`src/mcs_pkg.sv`:
```
// Purpose: Shared constants for the module control and status block
// Assumes: 200 MHz ref_clk, 8-bit register port driven by the serial bus engine
// Notes:   Addresses are byte addresses on the internal register port
package mcs_pkg;

    // Clock rate and time figures
    localparam int unsigned CLK_MHZ         = 200;
    localparam int unsigned T_SETTLE_US     = 1000;
    localparam int unsigned T_PDOWN_OFF_MS  = 300;
    localparam int unsigned SETTLE_CYCLES   = T_SETTLE_US * CLK_MHZ;
    localparam int unsigned SETTLE_LIMIT    = T_PDOWN_OFF_MS * 1000 * CLK_MHZ;

    // Register addresses
    localparam logic [7:0] ADDR_STATUS  = 8'h02;
    localparam logic [7:0] ADDR_FLAGS   = 8'h03;
    localparam logic [7:0] ADDR_CONTROL = 8'h5d;
    localparam logic [7:0] ADDR_MASK    = 8'h64;
    localparam logic [7:0] ADDR_PINS    = 8'h70;

    // Field positions
    localparam int unsigned BIT_NOT_READY  = 0;
    localparam int unsigned BIT_READY_FLAG = 0;
    localparam int unsigned BIT_PDOWN      = 0;
    localparam int unsigned BIT_PIN_SEL    = 0;
    localparam int unsigned BIT_PIN_TXDIS  = 1;
    localparam int unsigned BIT_PIN_LOWPWR = 2;

    // Reset values
    localparam logic [7:0] RST_MASK    = 8'h00;
    localparam logic [7:0] RST_FLAGS   = 8'h00;
    localparam logic       RST_PDOWN   = 1'b0;
    localparam logic       RST_NREADY  = 1'b1;
    localparam logic [3:0] RST_PINS    = 4'b1011;

    // Commit sequencer states, Gray along idle, transaction, armed
    typedef enum logic [1:0] {
        MCS_IDLE  = 2'b00,
        MCS_TXN   = 2'b01,
        MCS_ARMED = 2'b11
    } mcs_state_t;

endpackage : mcs_pkg

```
`src/mcs_tmr_if.sv`:
```
// Purpose: Start and completion signals between control logic and settle timer
// Assumes: Single ref_clk domain
// Notes:   start is a one-cycle pulse, done a one-cycle pulse
`timescale 1ns/1ps
`default_nettype none
interface mcs_tmr_if;
    logic start;
    logic busy;
    logic done;

    modport ctrl  (output start, input busy, input done);
    modport timer (input start, output busy, output done);
endinterface : mcs_tmr_if
`default_nettype wire

```
`src/mcs_settle_timer.sv`:
```
// Purpose: Countdown from power-down release until the module is ready
// Assumes: start restarts the count at any time
// Notes:   done pulses in the last counted cycle
`timescale 1ns/1ps
`default_nettype none
module mcs_settle_timer #(
    parameter int unsigned CYCLES = mcs_pkg::SETTLE_CYCLES
) (
    // Clock and reset
    input  wire logic ref_clk,
    input  wire logic sys_rst,
    // Control side
    mcs_tmr_if.timer  tmr
);
    localparam int unsigned CW = $clog2(CYCLES + 1);
    localparam logic [CW-1:0] LOAD = CW'(CYCLES);
    localparam logic [CW-1:0] ONE  = CW'(1);

    logic [CW-1:0] cnt_reg;

    // Restartable down counter
    always_ff @(posedge ref_clk)
    begin
        if (sys_rst)
            cnt_reg <= '0;
        else if (tmr.start)
            cnt_reg <= LOAD;
        else if (cnt_reg != '0)
            cnt_reg <= cnt_reg - ONE;
    end

    assign tmr.busy = (cnt_reg != '0);
    assign tmr.done = (cnt_reg == ONE) && !tmr.start; // A restart swallows completion

endmodule : mcs_settle_timer
`default_nettype wire

```
`src/mcs_ctrl_status.sv`:
```
// Purpose: Low-speed control and status response logic of a pluggable module
// Assumes: Register port strobes come from the serial bus engine on ref_clk
// Notes:   Mask and power-down writes commit on the first SCL fall after stop
//
// Behaviour
// [RL1] Clearing a mask bit lets its flag drive the interrupt again within 100 ms.
// [RL2] Select asserted makes the module answer serial traffic within 100 us.
// [RL3] Select deasserted stops the module answering serial traffic within 100 us.
// [RL4] Setting power-down override enters low power within 100 ms.
// [RL5] Clearing power-down override returns to fully functional within 300 ms.
// [RL6] Fully functional: data-not-ready clears, then interrupt asserts.
// [RL7] Write-triggered deadlines start at SCL fall after write stop.
// [RL8] Clear-on-read deadlines start at SCL fall after read stop.
// [RL9] Laser off while disable input high or open, on only while low.
// [RL10] Flag cleared by read releases interrupt high within 500 us.
// [RL11] Setting a mask bit inhibits that flag's interrupt within 100 ms.
// [RL12] Select and interrupt active low; traffic ignored while select high.
//
// Added by the designer: the strobed register port and the register offsets.
`timescale 1ns/1ps
`default_nettype none
module mcs_ctrl_status #(
    parameter int unsigned SETTLE_CYCLES = mcs_pkg::SETTLE_CYCLES,
    parameter int unsigned NFLAGS        = 7
) (
    // Clock and reset
    input  wire logic              ref_clk,
    input  wire logic              sys_rst,
    // Register port from serial bus engine
    input  wire logic [7:0]        reg_addr,
    input  wire logic [7:0]        reg_wdata,
    input  wire logic              reg_wr,
    input  wire logic              reg_rd,
    output logic      [7:0]        reg_rdata,
    // Serial bus framing
    input  wire logic              scl_in,
    input  wire logic              bus_stop,
    output logic                   serial_respond_en,
    // Module pins
    input  wire logic              module_select_n,
    input  wire logic              tx_laser_disable_in,
    input  wire logic              low_power_pin,
    output logic                   interrupt_out_n,
    output logic                   laser_enable,
    output logic                   low_power_out,
    // Condition events from the rest of the module
    input  wire logic [NFLAGS-1:0] flag_event_in
);
    localparam int unsigned NW = NFLAGS + 1;

    // Pin synchronisers: 0 select_n, 1 tx disable, 2 low power pin, 3 scl
    logic [3:0] pin_s1_reg;
    logic [3:0] pin_s2_reg;
    logic [3:0] pin_s3_reg;
    logic [3:0] pin_reg;
    logic [3:0] pin_next;
    logic       scl_prev_reg;

    always_ff @(posedge ref_clk)
    begin
        if (sys_rst)
        begin
            pin_s1_reg   <= mcs_pkg::RST_PINS;
            pin_s2_reg   <= mcs_pkg::RST_PINS;
            pin_s3_reg   <= mcs_pkg::RST_PINS;
            pin_reg      <= mcs_pkg::RST_PINS;
            scl_prev_reg <= 1'b1;
        end
        else
        begin
            pin_s1_reg   <= {scl_in, low_power_pin, tx_laser_disable_in, module_select_n};
            pin_s2_reg   <= pin_s1_reg;
            pin_s3_reg   <= pin_s2_reg;
            pin_reg      <= pin_next;
            scl_prev_reg <= pin_reg[3];
        end
    end

    // A pin change counts only once stages two and three agree
    assign pin_next = (pin_s2_reg & ~(pin_s2_reg ^ pin_s3_reg))
                    | (pin_reg & (pin_s2_reg ^ pin_s3_reg));

    // Selection and bus gating
    wire sel      = !pin_reg[0];              // RL12
    wire scl_fall = scl_prev_reg && !pin_reg[3];
    wire acc_wr   = reg_wr && sel;             // RL12
    wire acc_rd   = reg_rd && sel;             // RL12

    assign serial_respond_en = sel;            // RL2 RL3

    // Address decode
    wire hit_status  = (reg_addr == mcs_pkg::ADDR_STATUS);
    wire hit_flags   = (reg_addr == mcs_pkg::ADDR_FLAGS);
    wire hit_control = (reg_addr == mcs_pkg::ADDR_CONTROL);
    wire hit_mask    = (reg_addr == mcs_pkg::ADDR_MASK);
    wire hit_pins    = (reg_addr == mcs_pkg::ADDR_PINS);

    // Control state
    mcs_pkg::mcs_state_t st_reg;
    mcs_pkg::mcs_state_t st_next;
    logic [NW-1:0] flag_reg;
    logic [NW-1:0] mask_reg;
    logic [NW-1:0] mask_pend_reg;
    logic [NW-1:0] cor_pend_reg;
    logic          pd_reg;
    logic          pd_pend_reg;
    logic          nready_reg;
    logic          lp_prev_reg;
    logic          init_reg;
    logic          irq_n_reg;
    logic          laser_reg;

    wire staged = (acc_wr && (hit_control || hit_mask)) || (acc_rd && hit_flags);
    wire commit = (st_reg == mcs_pkg::MCS_ARMED) && scl_fall; // RL7 RL8

    // Commit sequencer: access, stop, then the next SCL falling edge
    always_comb
    begin
        st_next = st_reg;
        unique case (st_reg)
            mcs_pkg::MCS_IDLE:
                if (staged)
                    st_next = mcs_pkg::MCS_TXN;
            mcs_pkg::MCS_TXN:
                if (bus_stop)
                    st_next = mcs_pkg::MCS_ARMED;
            mcs_pkg::MCS_ARMED:
                if (staged)
                    st_next = mcs_pkg::MCS_TXN;
                else if (scl_fall)
                    st_next = mcs_pkg::MCS_IDLE;
            default:
                st_next = mcs_pkg::MCS_IDLE;
        endcase
    end

    // Power and readiness
    mcs_tmr_if tmr ();
    wire lp_eff = pd_reg || pin_reg[2];
    assign tmr.start = init_reg || (lp_prev_reg && !lp_eff); // RL5
    wire ready_ev = tmr.done && !lp_eff;                      // RL5 RL6
    wire nready_next = lp_eff || tmr.start || (nready_reg && !ready_ev);

    mcs_settle_timer #(
        .CYCLES (SETTLE_CYCLES)
    ) u_settle (
        .ref_clk (ref_clk),
        .sys_rst (sys_rst),
        .tmr     (tmr)
    );

    // Flags: events set, write-one and committed clear-on-read clear; set wins
    wire [NW-1:0] ev_vec   = {flag_event_in, ready_ev};       // RL6
    wire [NW-1:0] w1c_vec  = (acc_wr && hit_flags) ? reg_wdata[NW-1:0] : '0;
    wire [NW-1:0] cor_vec  = commit ? cor_pend_reg : '0;      // RL8 RL10
    wire [NW-1:0] flag_next = ev_vec | (flag_reg & ~(w1c_vec | cor_vec));
    wire [NW-1:0] cor_next  = (commit ? '0 : cor_pend_reg)
                            | ((acc_rd && hit_flags) ? flag_reg : '0);
    wire [NW-1:0] mask_pnext = (acc_wr && hit_mask) ? reg_wdata[NW-1:0] : mask_pend_reg;
    wire          pd_pnext   = (acc_wr && hit_control) ? reg_wdata[mcs_pkg::BIT_PDOWN]
                                                       : pd_pend_reg;

    // Interrupt level follows unmasked flags
    wire irq_n_next = ~|(flag_reg & ~mask_reg);              // RL1 RL11 RL12

    always_ff @(posedge ref_clk)
    begin
        if (sys_rst)
        begin
            st_reg        <= mcs_pkg::MCS_IDLE;
            flag_reg      <= '0;
            mask_reg      <= '0;
            mask_pend_reg <= '0;
            cor_pend_reg  <= '0;
            pd_reg        <= mcs_pkg::RST_PDOWN;
            pd_pend_reg   <= mcs_pkg::RST_PDOWN;
            nready_reg    <= mcs_pkg::RST_NREADY;
            lp_prev_reg   <= 1'b0;
            init_reg      <= 1'b1;
            irq_n_reg     <= 1'b1;
            laser_reg     <= 1'b0;
        end
        else
        begin
            st_reg        <= st_next;
            flag_reg      <= flag_next;
            cor_pend_reg  <= cor_next;
            mask_pend_reg <= mask_pnext;
            pd_pend_reg   <= pd_pnext;
            if (commit)
            begin
                mask_reg <= mask_pend_reg;                    // RL1 RL11
                pd_reg   <= pd_pend_reg;                      // RL4 RL5
            end
            nready_reg    <= nready_next;
            lp_prev_reg   <= lp_eff;
            init_reg      <= 1'b0;
            irq_n_reg     <= irq_n_next;
            laser_reg     <= !pin_reg[1];                     // RL9
        end
    end

    assign interrupt_out_n = irq_n_reg;
    assign laser_enable    = laser_reg;

    // Low power output registered so it never glitches on the pin
    logic lowpwr_reg;
    always_ff @(posedge ref_clk)
    begin
        if (sys_rst)
            lowpwr_reg <= 1'b0;
        else
            lowpwr_reg <= lp_eff;                             // RL4
    end
    assign low_power_out = lowpwr_reg;

    // Read data, one cycle after the strobe; unmapped reads zero
    wire [7:0] rd_mux =
        hit_status  ? {7'h00, nready_reg} :
        hit_flags   ? 8'(flag_reg) :
        hit_control ? {7'h00, pd_reg} :
        hit_mask    ? 8'(mask_reg) :
        hit_pins    ? {5'h00, lp_eff, pin_reg[1], sel} : 8'h00;
    logic [7:0] rdata_reg;
    always_ff @(posedge ref_clk)
    begin
        if (sys_rst)
            rdata_reg <= 8'h00;
        else
            rdata_reg <= acc_rd ? rd_mux : 8'h00;             // RL12
    end
    assign reg_rdata = rdata_reg;

    // Checks
    wire [NW-1:0] cor_live = cor_vec & ~ev_vec;

    // Settling cycles counted, as the real deadline is far too long for a delay
    logic [31:0] settle_cnt_reg;
    always_ff @(posedge ref_clk)
    begin
        if (sys_rst)
            settle_cnt_reg <= 32'h0;
        else if (nready_reg && !lp_eff)
            settle_cnt_reg <= settle_cnt_reg + 32'h1;
        else
            settle_cnt_reg <= 32'h0;
    end

    a_select_answers: assert property (@(posedge ref_clk) disable iff (sys_rst) // RL2
        !module_select_n [*6] |=> serial_respond_en)
        else $error("select held low but no response enable");
    a_deselect_quiet: assert property (@(posedge ref_clk) disable iff (sys_rst) // RL3
        module_select_n [*6] |=> !serial_respond_en)
        else $error("select held high but still responding");
    a_ignore_unsel: assert property (@(posedge ref_clk) disable iff (sys_rst) // RL12
        !serial_respond_en && reg_rd |=> reg_rdata == 8'h00)
        else $error("read answered while not selected");
    a_laser_off: assert property (@(posedge ref_clk) disable iff (sys_rst) // RL9
        tx_laser_disable_in [*6] |=> !laser_enable)
        else $error("laser enabled while disable input high");
    a_laser_on: assert property (@(posedge ref_clk) disable iff (sys_rst) // RL9
        !tx_laser_disable_in [*6] |=> laser_enable)
        else $error("laser off while disable input low");
    a_ready_irq: assert property (@(posedge ref_clk) disable iff (sys_rst) // RL6
        $fell(nready_reg) && !mask_reg[0] |-> flag_reg[0] ##1 !interrupt_out_n)
        else $error("ready not signalled on interrupt");
    a_commit_mask: assert property (@(posedge ref_clk) disable iff (sys_rst) // RL7
        commit |=> mask_reg == $past(mask_pend_reg) && pd_reg == $past(pd_pend_reg))
        else $error("write not committed at scl fall after stop");
    a_no_early: assert property (@(posedge ref_clk) disable iff (sys_rst) // RL7
        !commit |=> $stable(pd_reg))
        else $error("power-down changed before commit edge");
    a_cor_clear: assert property (@(posedge ref_clk) disable iff (sys_rst) // RL8
        |cor_live |=> (flag_reg & $past(cor_live)) == '0)
        else $error("clear-on-read not applied");
    a_irq_release: assert property (@(posedge ref_clk) disable iff (sys_rst) // RL10
        commit && ((flag_reg & ~cor_pend_reg & ~mask_pend_reg) == '0) && (ev_vec == '0)
        ##1 (ev_vec == '0) |=> interrupt_out_n)
        else $error("interrupt not released after read clear");
    a_mask_gate: assert property (@(posedge ref_clk) disable iff (sys_rst) // RL1
        ##1 (interrupt_out_n == ~|($past(flag_reg) & ~$past(mask_reg))))
        else $error("interrupt does not follow flags and mask");
    a_pdown_low: assert property (@(posedge ref_clk) disable iff (sys_rst) // RL4
        $rose(pd_reg) |=> low_power_out && nready_reg)
        else $error("low power not entered");
    a_settle_starts: assert property (@(posedge ref_clk) disable iff (sys_rst) // RL5
        $fell(lp_eff) |=> tmr.busy && nready_reg)
        else $error("settle not started after power-down release");
    a_settle_bound: assert property (@(posedge ref_clk) disable iff (sys_rst) // RL5
        settle_cnt_reg <= SETTLE_CYCLES + 1)
        else $error("settle outlasted its count");

    c_select: cover property (@(posedge ref_clk) disable iff (sys_rst) $rose(serial_respond_en));
    c_commit: cover property (@(posedge ref_clk) disable iff (sys_rst) commit);
    c_ready:  cover property (@(posedge ref_clk) disable iff (sys_rst) ready_ev);
    c_corclr: cover property (@(posedge ref_clk) disable iff (sys_rst) |cor_live);

endmodule : mcs_ctrl_status
`default_nettype wire

```
`config.mk`:
```
export PLATFORM = sky130hd
export DESIGN_NAME = mcs_ctrl_status
export DESIGN_NICKNAME = d
export VERILOG_FILES = /design/src/mcs_pkg.sv /design/src/mcs_tmr_if.sv /design/src/mcs_settle_timer.sv /design/src/mcs_ctrl_status.sv
export SDC_FILE = /design/constraint.sdc
export NUM_CORES = 1
export LEC_CHECK = 0
export BUFFER_PORTS_ARGS = -buffer_cell sky130_fd_sc_hd__clkbuf_2
export CAP_MARGIN = 5
export CORE_AREA = 4 4 84 86
export DETAILED_ROUTE_END_ITERATION = 12
export DIE_AREA = 0 0 88 90
export PLACE_DENSITY_LB_ADDON = 0.25
export SYNTH_ARGS = -nofsm -noshare
export SYNTH_HDL_FRONTEND = slang
export SYNTH_SLANG_ARGS = --single-unit
```
`constraint.sdc`:
```
create_clock -name ref_clk -period 2.5 [get_ports ref_clk]
set_clock_uncertainty 0.2 [all_clocks]
set_input_delay 0.125 -clock ref_clk [delete_from_list [all_inputs] [get_ports ref_clk]]
set_output_delay 0.125 -clock ref_clk [all_outputs]
set_load 0.02 [all_outputs]
```
# After elaboration in Yosys (flattened, before gate mapping)
# Cells that the tools add are included.
[totals] ff_bits=84
[classes] n_reduce_logical=34 n_eq_ne=11 muxes=17 n_bitwise=13 n_addsub=1
[ops] operator="8-bit 2-to-1 mux" n=7
[ops] operator="18-bit 2-to-1 mux" n=2
[ops] operator="8-bit by 7-bit equality test with 1-bit output (second input constant)" n=3
[ops] operator="8-bit bitwise OR" n=3
[ops] operator="18-bit by 1-bit equality test with 1-bit output (second input constant)" n=1
[ops] operator="18-bit nonzero test" n=1
[ops] operator="18-bit by 1-bit subtractor with 18-bit output (second input constant)" n=1
[ops] operator="8-bit bitwise AND" n=2
[ops] operator="8-bit by 2-bit equality test with 1-bit output (second input constant)" n=2
[ops] operator="8-bit NOT" n=2
[ops] operator="1-bit logical AND" n=13
[ops] operator="4-bit bitwise AND" n=2
[ops] operator="2-bit 2-to-1 mux" n=4
[ops] operator="8-bit OR reduction" n=1
[ops] operator="1-bit zero test" n=7
[ops] operator="1-bit logical OR" n=6
[ops] operator="2-bit case mux with 3 select lines" n=1
[ops] operator="2-bit inequality test (second input constant)" n=2
[ops] operator="4-bit NOT" n=1
[ops] operator="4-bit bitwise OR" n=1
[ops] operator="2-bit OR reduction" n=2
[ops] operator="4-bit XOR" n=1
[ops] operator="3-bit 2-to-1 mux" n=1
[ops] operator="3-bit inequality test (second input constant)" n=1
[ops] operator="other kinds (8)" n=9

# Depth between registers and ports, before layout
[depth] ltp_word=10 mapped_depth=8 depth_no_buf=7

# By module
# Synthesis repeated with hierarchy kept, for this count alone.
[unflattened] hier_cells=402 area_unflattened_um2=3580.9
[modules_own_cells] module="mcs_ctrl_status" instances=1 area_per_inst_um2=2547.4 cells_per_inst=285
[modules_own_cells] module="mcs_settle_timer" instances=1 area_per_inst_um2=1033.5 cells_per_inst=117

# Worst setup path before layout
# OpenSTA, ideal clock, no wires.
[synth_timing] kind="register -> register" start="register u_settle.cnt_reg[0]" end="register u_settle.cnt_reg[11]" required_time_ns=2.163 arrival_ns=1.704 setup_ns=0.137 path_stages_with_launch=9 slack_ns=0.459 cell_sequence="dfxtp_1 inv_1 ha_1 or4b_1 nor3_4 buf_4 nor3_1 xnor2_1 a21oi_1"
[synth_between] elab_chain_cells=3 elab_cells_between_ends=5
[synth_rtl] item="start: declaration" line_no="mcs_settle_timer.sv:19" source="logic [CW-1:0] cnt_reg;"
[synth_rtl] item="start signal: assignment" line_no="mcs_settle_timer.sv:29" source="cnt_reg <= cnt_reg - ONE;"
[synth_rtl] item="18-bit by 1-bit subtractor with 18-bit output" line_no="mcs_settle_timer.sv:29"
[synth_rtl] item="18-bit 2-to-1 mux" line_no="mcs_settle_timer.sv:28" source="else if (cnt_reg != '0)"
[synth_rtl] item="18-bit 2-to-1 mux" line_no="mcs_settle_timer.sv:26" source="else if (tmr.start)"
# Parallel ways exist; a longest one is shown, timed or not. The select of a mux whose other input is x is not followed.
# A chain may end at the register's enable or synchronous reset.

# Worst setup path after layout
[layout_timing] start="register scl_prev_reg" end="register flag_reg[5]"
[layout_between] elab_chain_cells=7
[layout_rtl] item="start: declaration" line_no="mcs_ctrl_status.sv:57" source="logic scl_prev_reg;"
[layout_rtl] item="start signal: assignment" line_no="mcs_ctrl_status.sv:75" source="scl_prev_reg <= pin_reg[3];"
[layout_rtl] item="1-bit logical AND" line_no="mcs_ctrl_status.sv:85" source="wire scl_fall = scl_prev_reg && !pin_reg[3];"
[layout_rtl] item="1-bit logical AND" line_no="mcs_ctrl_status.sv:114" source="wire commit = (st_reg == mcs_pkg::MCS_ARMED) && scl_fall;"
[layout_rtl] item="8-bit 2-to-1 mux" line_no="mcs_ctrl_status.sv:155" source="wire [NW-1:0] cor_vec = commit ? cor_pend_reg : '0;"
[layout_rtl] item="8-bit bitwise OR" line_no="mcs_ctrl_status.sv:156" source="wire [NW-1:0] flag_next = ev_vec | (flag_reg & ~(w1c_vec | cor_vec));"
[layout_rtl] item="8-bit NOT" line_no="mcs_ctrl_status.sv:156"
[layout_rtl] item="8-bit bitwise AND" line_no="mcs_ctrl_status.sv:156"
[layout_rtl] item="8-bit bitwise OR" line_no="mcs_ctrl_status.sv:156"
[layout_rtl] item="end signal: assignment" line_no="mcs_ctrl_status.sv:186" source="flag_reg <= flag_next;"
[layout_rtl] item="end: declaration" line_no="mcs_ctrl_status.sv:101" source="logic [NW-1:0] flag_reg;"
# Every way passes these cells.

==> reports/results.ini <==
[status]
status = complete, no violations

[layout]
fin_cells = 525
area_delta_synth_final_pct = 24.3
layout-drive-gt1-share_pct = 19.6
largest_reg_flops = 18
layout_commonest_cell = dfxtp_1
antennaDiodeCount = 0
seq_area_um2 = 1680
multi_input_area_um2 = 1540
fin_nets = 478
mostFrequentLayoutCells = dfxtp_1, nor2_1, clkbuf_2
nFillCells = 528

[pwr]
leakagePower_nw = 1.62
p_per_area_nw_per_um2 = 667
ir_drop_mv = 0.478

[critical_path]
path_max_fanout = 14
crit_path_end_kind = flop
crit_type = flop to flop
required_ns = 2.54
cp.arrival_ns = 2.25
max_stage_delay_ns = 0.56
critPathSlowestCell = dlygate4sd3_1
crit_path_cell_trace = nor2b_1 -> and3_2 -> a221oi_1 -> o21a_1 -> dlygate4sd3_1
start_kind = flop

[synth]
synth_edf_count = 0
synth.area.mux_share_pct = 3.28
synthSimpleGateAreaFrac_pct = 22.0
async_flop_share_pct = 0
synthCells = 368
synth_fa_ha_area_share_pct = 1.12
synth_nets = 403
synth-xor-area-share_pct = 3.39
synth_ff_type = dfxtp_1
synth-compound-area-share_pct = 16.1
ys_ff_latch = 84
syn_area_per_cell_um2 = 9.12
synth_top_family_by_area = simple AND/OR/NAND/NOR gates
syn_area_um2 = 3360
ys_seq_area_share_pct = 50.1
ys_types = 51
ys_warn_count = 0

[routing]
drt_iter0_drc = 160
wire_per_inst_um = 14.5
antenna_left = 0
drc = 0
finalWirelength_um = 7620
first_pass_iters = 5
via_per_inst = 5.42
num_vias = 2843

[floorplan]
rows = 29
die_h_um = 90
ios = 44
die_w_um = 88
floorplan.initialDensity_pct = 53.5
core_area_um2 = 6280
dieArea_um2 = 7920

[cts]
clk_latency_ns = 0.35
cts_buffer_depth = 2
cts_buffers = 9
cts.sinks = 84
clkSlewWorstSetupHoldPaths_ns = 0.09
root_buffer = clkbuf_8
cts_max_level = 3
cts_tree = yes

[sta]
setup-tns-final_ns = 0
worst_pin_slew_ns = 0.653
fmax_mhz = 453
finalMaxSlewViolations = 0
rsz0062_at_grt = false
setup_viol = 0
fin_crit_sh_pct = 88.3
relSlewSlack_pct = 56.2
hold_violations = 0
period_minus_slack_ns = 2.21

[global_routing]
grt-busiest-layer = met2
first_global_vias = 2855
gr-usage-met2_pct = 35.3
grt_util_met1_pct = 24.5
grtUsageTotal_pct = 20.5
grt_overflow = 0
grtUsageMet3_pct = 5.12
antenna_found_initial = 0
grt_pass1_wl_um = 12900
grt_start_max_net_pins = 23

[job]
maxCapViolations = 0

[place]
routabilityCongestion = 0.830
dp_hpwl_um = 5070
port_buffers = 43
place_inst = 480

[min_path]
min_path_type = input pin to flop

==> synth_stat cells (all sizes together), types with 4 or more instances <==
| cell | number | area [µm²] |
|---|---|---|
| nand2 | 35 | 134 |
| nor3 | 5 | 36.3 |
| o22ai | 4 | 25.0 |
| a211oi | 5 | 42.5 |
| and3 | 5 | 31.3 |
| a21oi | 25 | 125 |
| xnor2 | 13 | 114 |
| a22oi | 14 | 105 |
| or2 | 10 | 62.6 |
| nor4 | 6 | 52.6 |
| mux2i | 11 | 110 |
| nor2b | 6 | 37.5 |
| a221oi | 7 | 61.3 |
| nor2 | 51 | 194 |
| nand3 | 5 | 25.0 |
| inv | 16 | 60.1 |
| o21a | 7 | 52.6 |
| o21ai | 9 | 45.0 |
| dfxtp | 84 | 1680 |
| clkbuf | 15 | 56.3 |
==> report_power, final <==
part / switching [W] / total, W / internal (W)
registers: 0.0000464 / 0.00143 / 0.00138
logic: 0.000169 / 0.000347 / 0.000179
clock network: 0.000462 / 0.00101 / 0.000544
==> layer usage <==
layer,share of wire [%],vias to the layer above
met4,1.0,0
li1,-,1434
met5,0,-
met2,50,91
met1,43,1313
met3,5.4,5
==> repair_timing <==
item | CTS | global route
gates resized for setup | 0 | 1
endpoints found under the hold margin | 24 | 0
setup endpoints to repair | 0 | 7
setup buffers | 0 | 0
hold buffers | 29 | 0
==> metrics by stage <==
step | power, W | worst slack (ns) | hold WS (ns) | utilization, % | cell area (µm²)
after floorplan | 0.00168 | 0.459 | -0.0473 | - | 3360
after global placement | 0.00176 | 0.338 | 0.107 | 58.5 | 3670
after detailed placement | 0.00177 | 0.314 | 0.112 | 58.5 | 3670
after CTS | 0.00280 | 0.0887 | 0.0479 | 66.5 | 4170
after global routing | 0.00291 | 0.0728 | 0.0847 | 66.5 | 4170
final | 0.00278 | 0.293 | 0.0615 | 66.5 | 4170
==> final timing paths <==
path,start,endpoint,slack (ns),cells past startpoint
worst max register to register,scl_prev_reg,flag_reg[5],0.29,5
worst max-delay path,scl_prev_reg,flag_reg[5],0.29,5
worst min register to register,pin_s1_reg[3],pin_s2_reg[3],0.21,1
worst min-delay path,sys_rst,laser_enable,0.06,2
==> final cells by class <==
cell class	instances	area share [%]
clock buffer	13	4.05
clock inverter	3	1.05
inverter	16	1.44
multi-input combinational	250	37.0
sequential	84	40.3
tap	77	2.31
timing repair buffer	82	13.9
==> cell families after synthesis <==
| kind of cell | after synthesis |
|---|---|
| AO/OA/AOI/OAI | 81 |
| XOR/XNOR | 13 |
| adder cells (fa/ha/maj) | 3 |
| buffers and inverters | 34 |
| flip-flops | 84 |
| multiplexers | 11 |
| AND/OR/NAND/NOR | 142 |
==> worst max-delay path, delay by kind of cell (launching register included) <==
| kind | cells | cell delay (ns) |
|---|---|---|
| compound gates | 2 | 0.36 |
| buf+inv | 1 | 0.56 |
| flops | 1 | 0.31 |
| simple gates | 2 | 0.67 |
No activity file was read; power rests on OpenSTA's default activity.
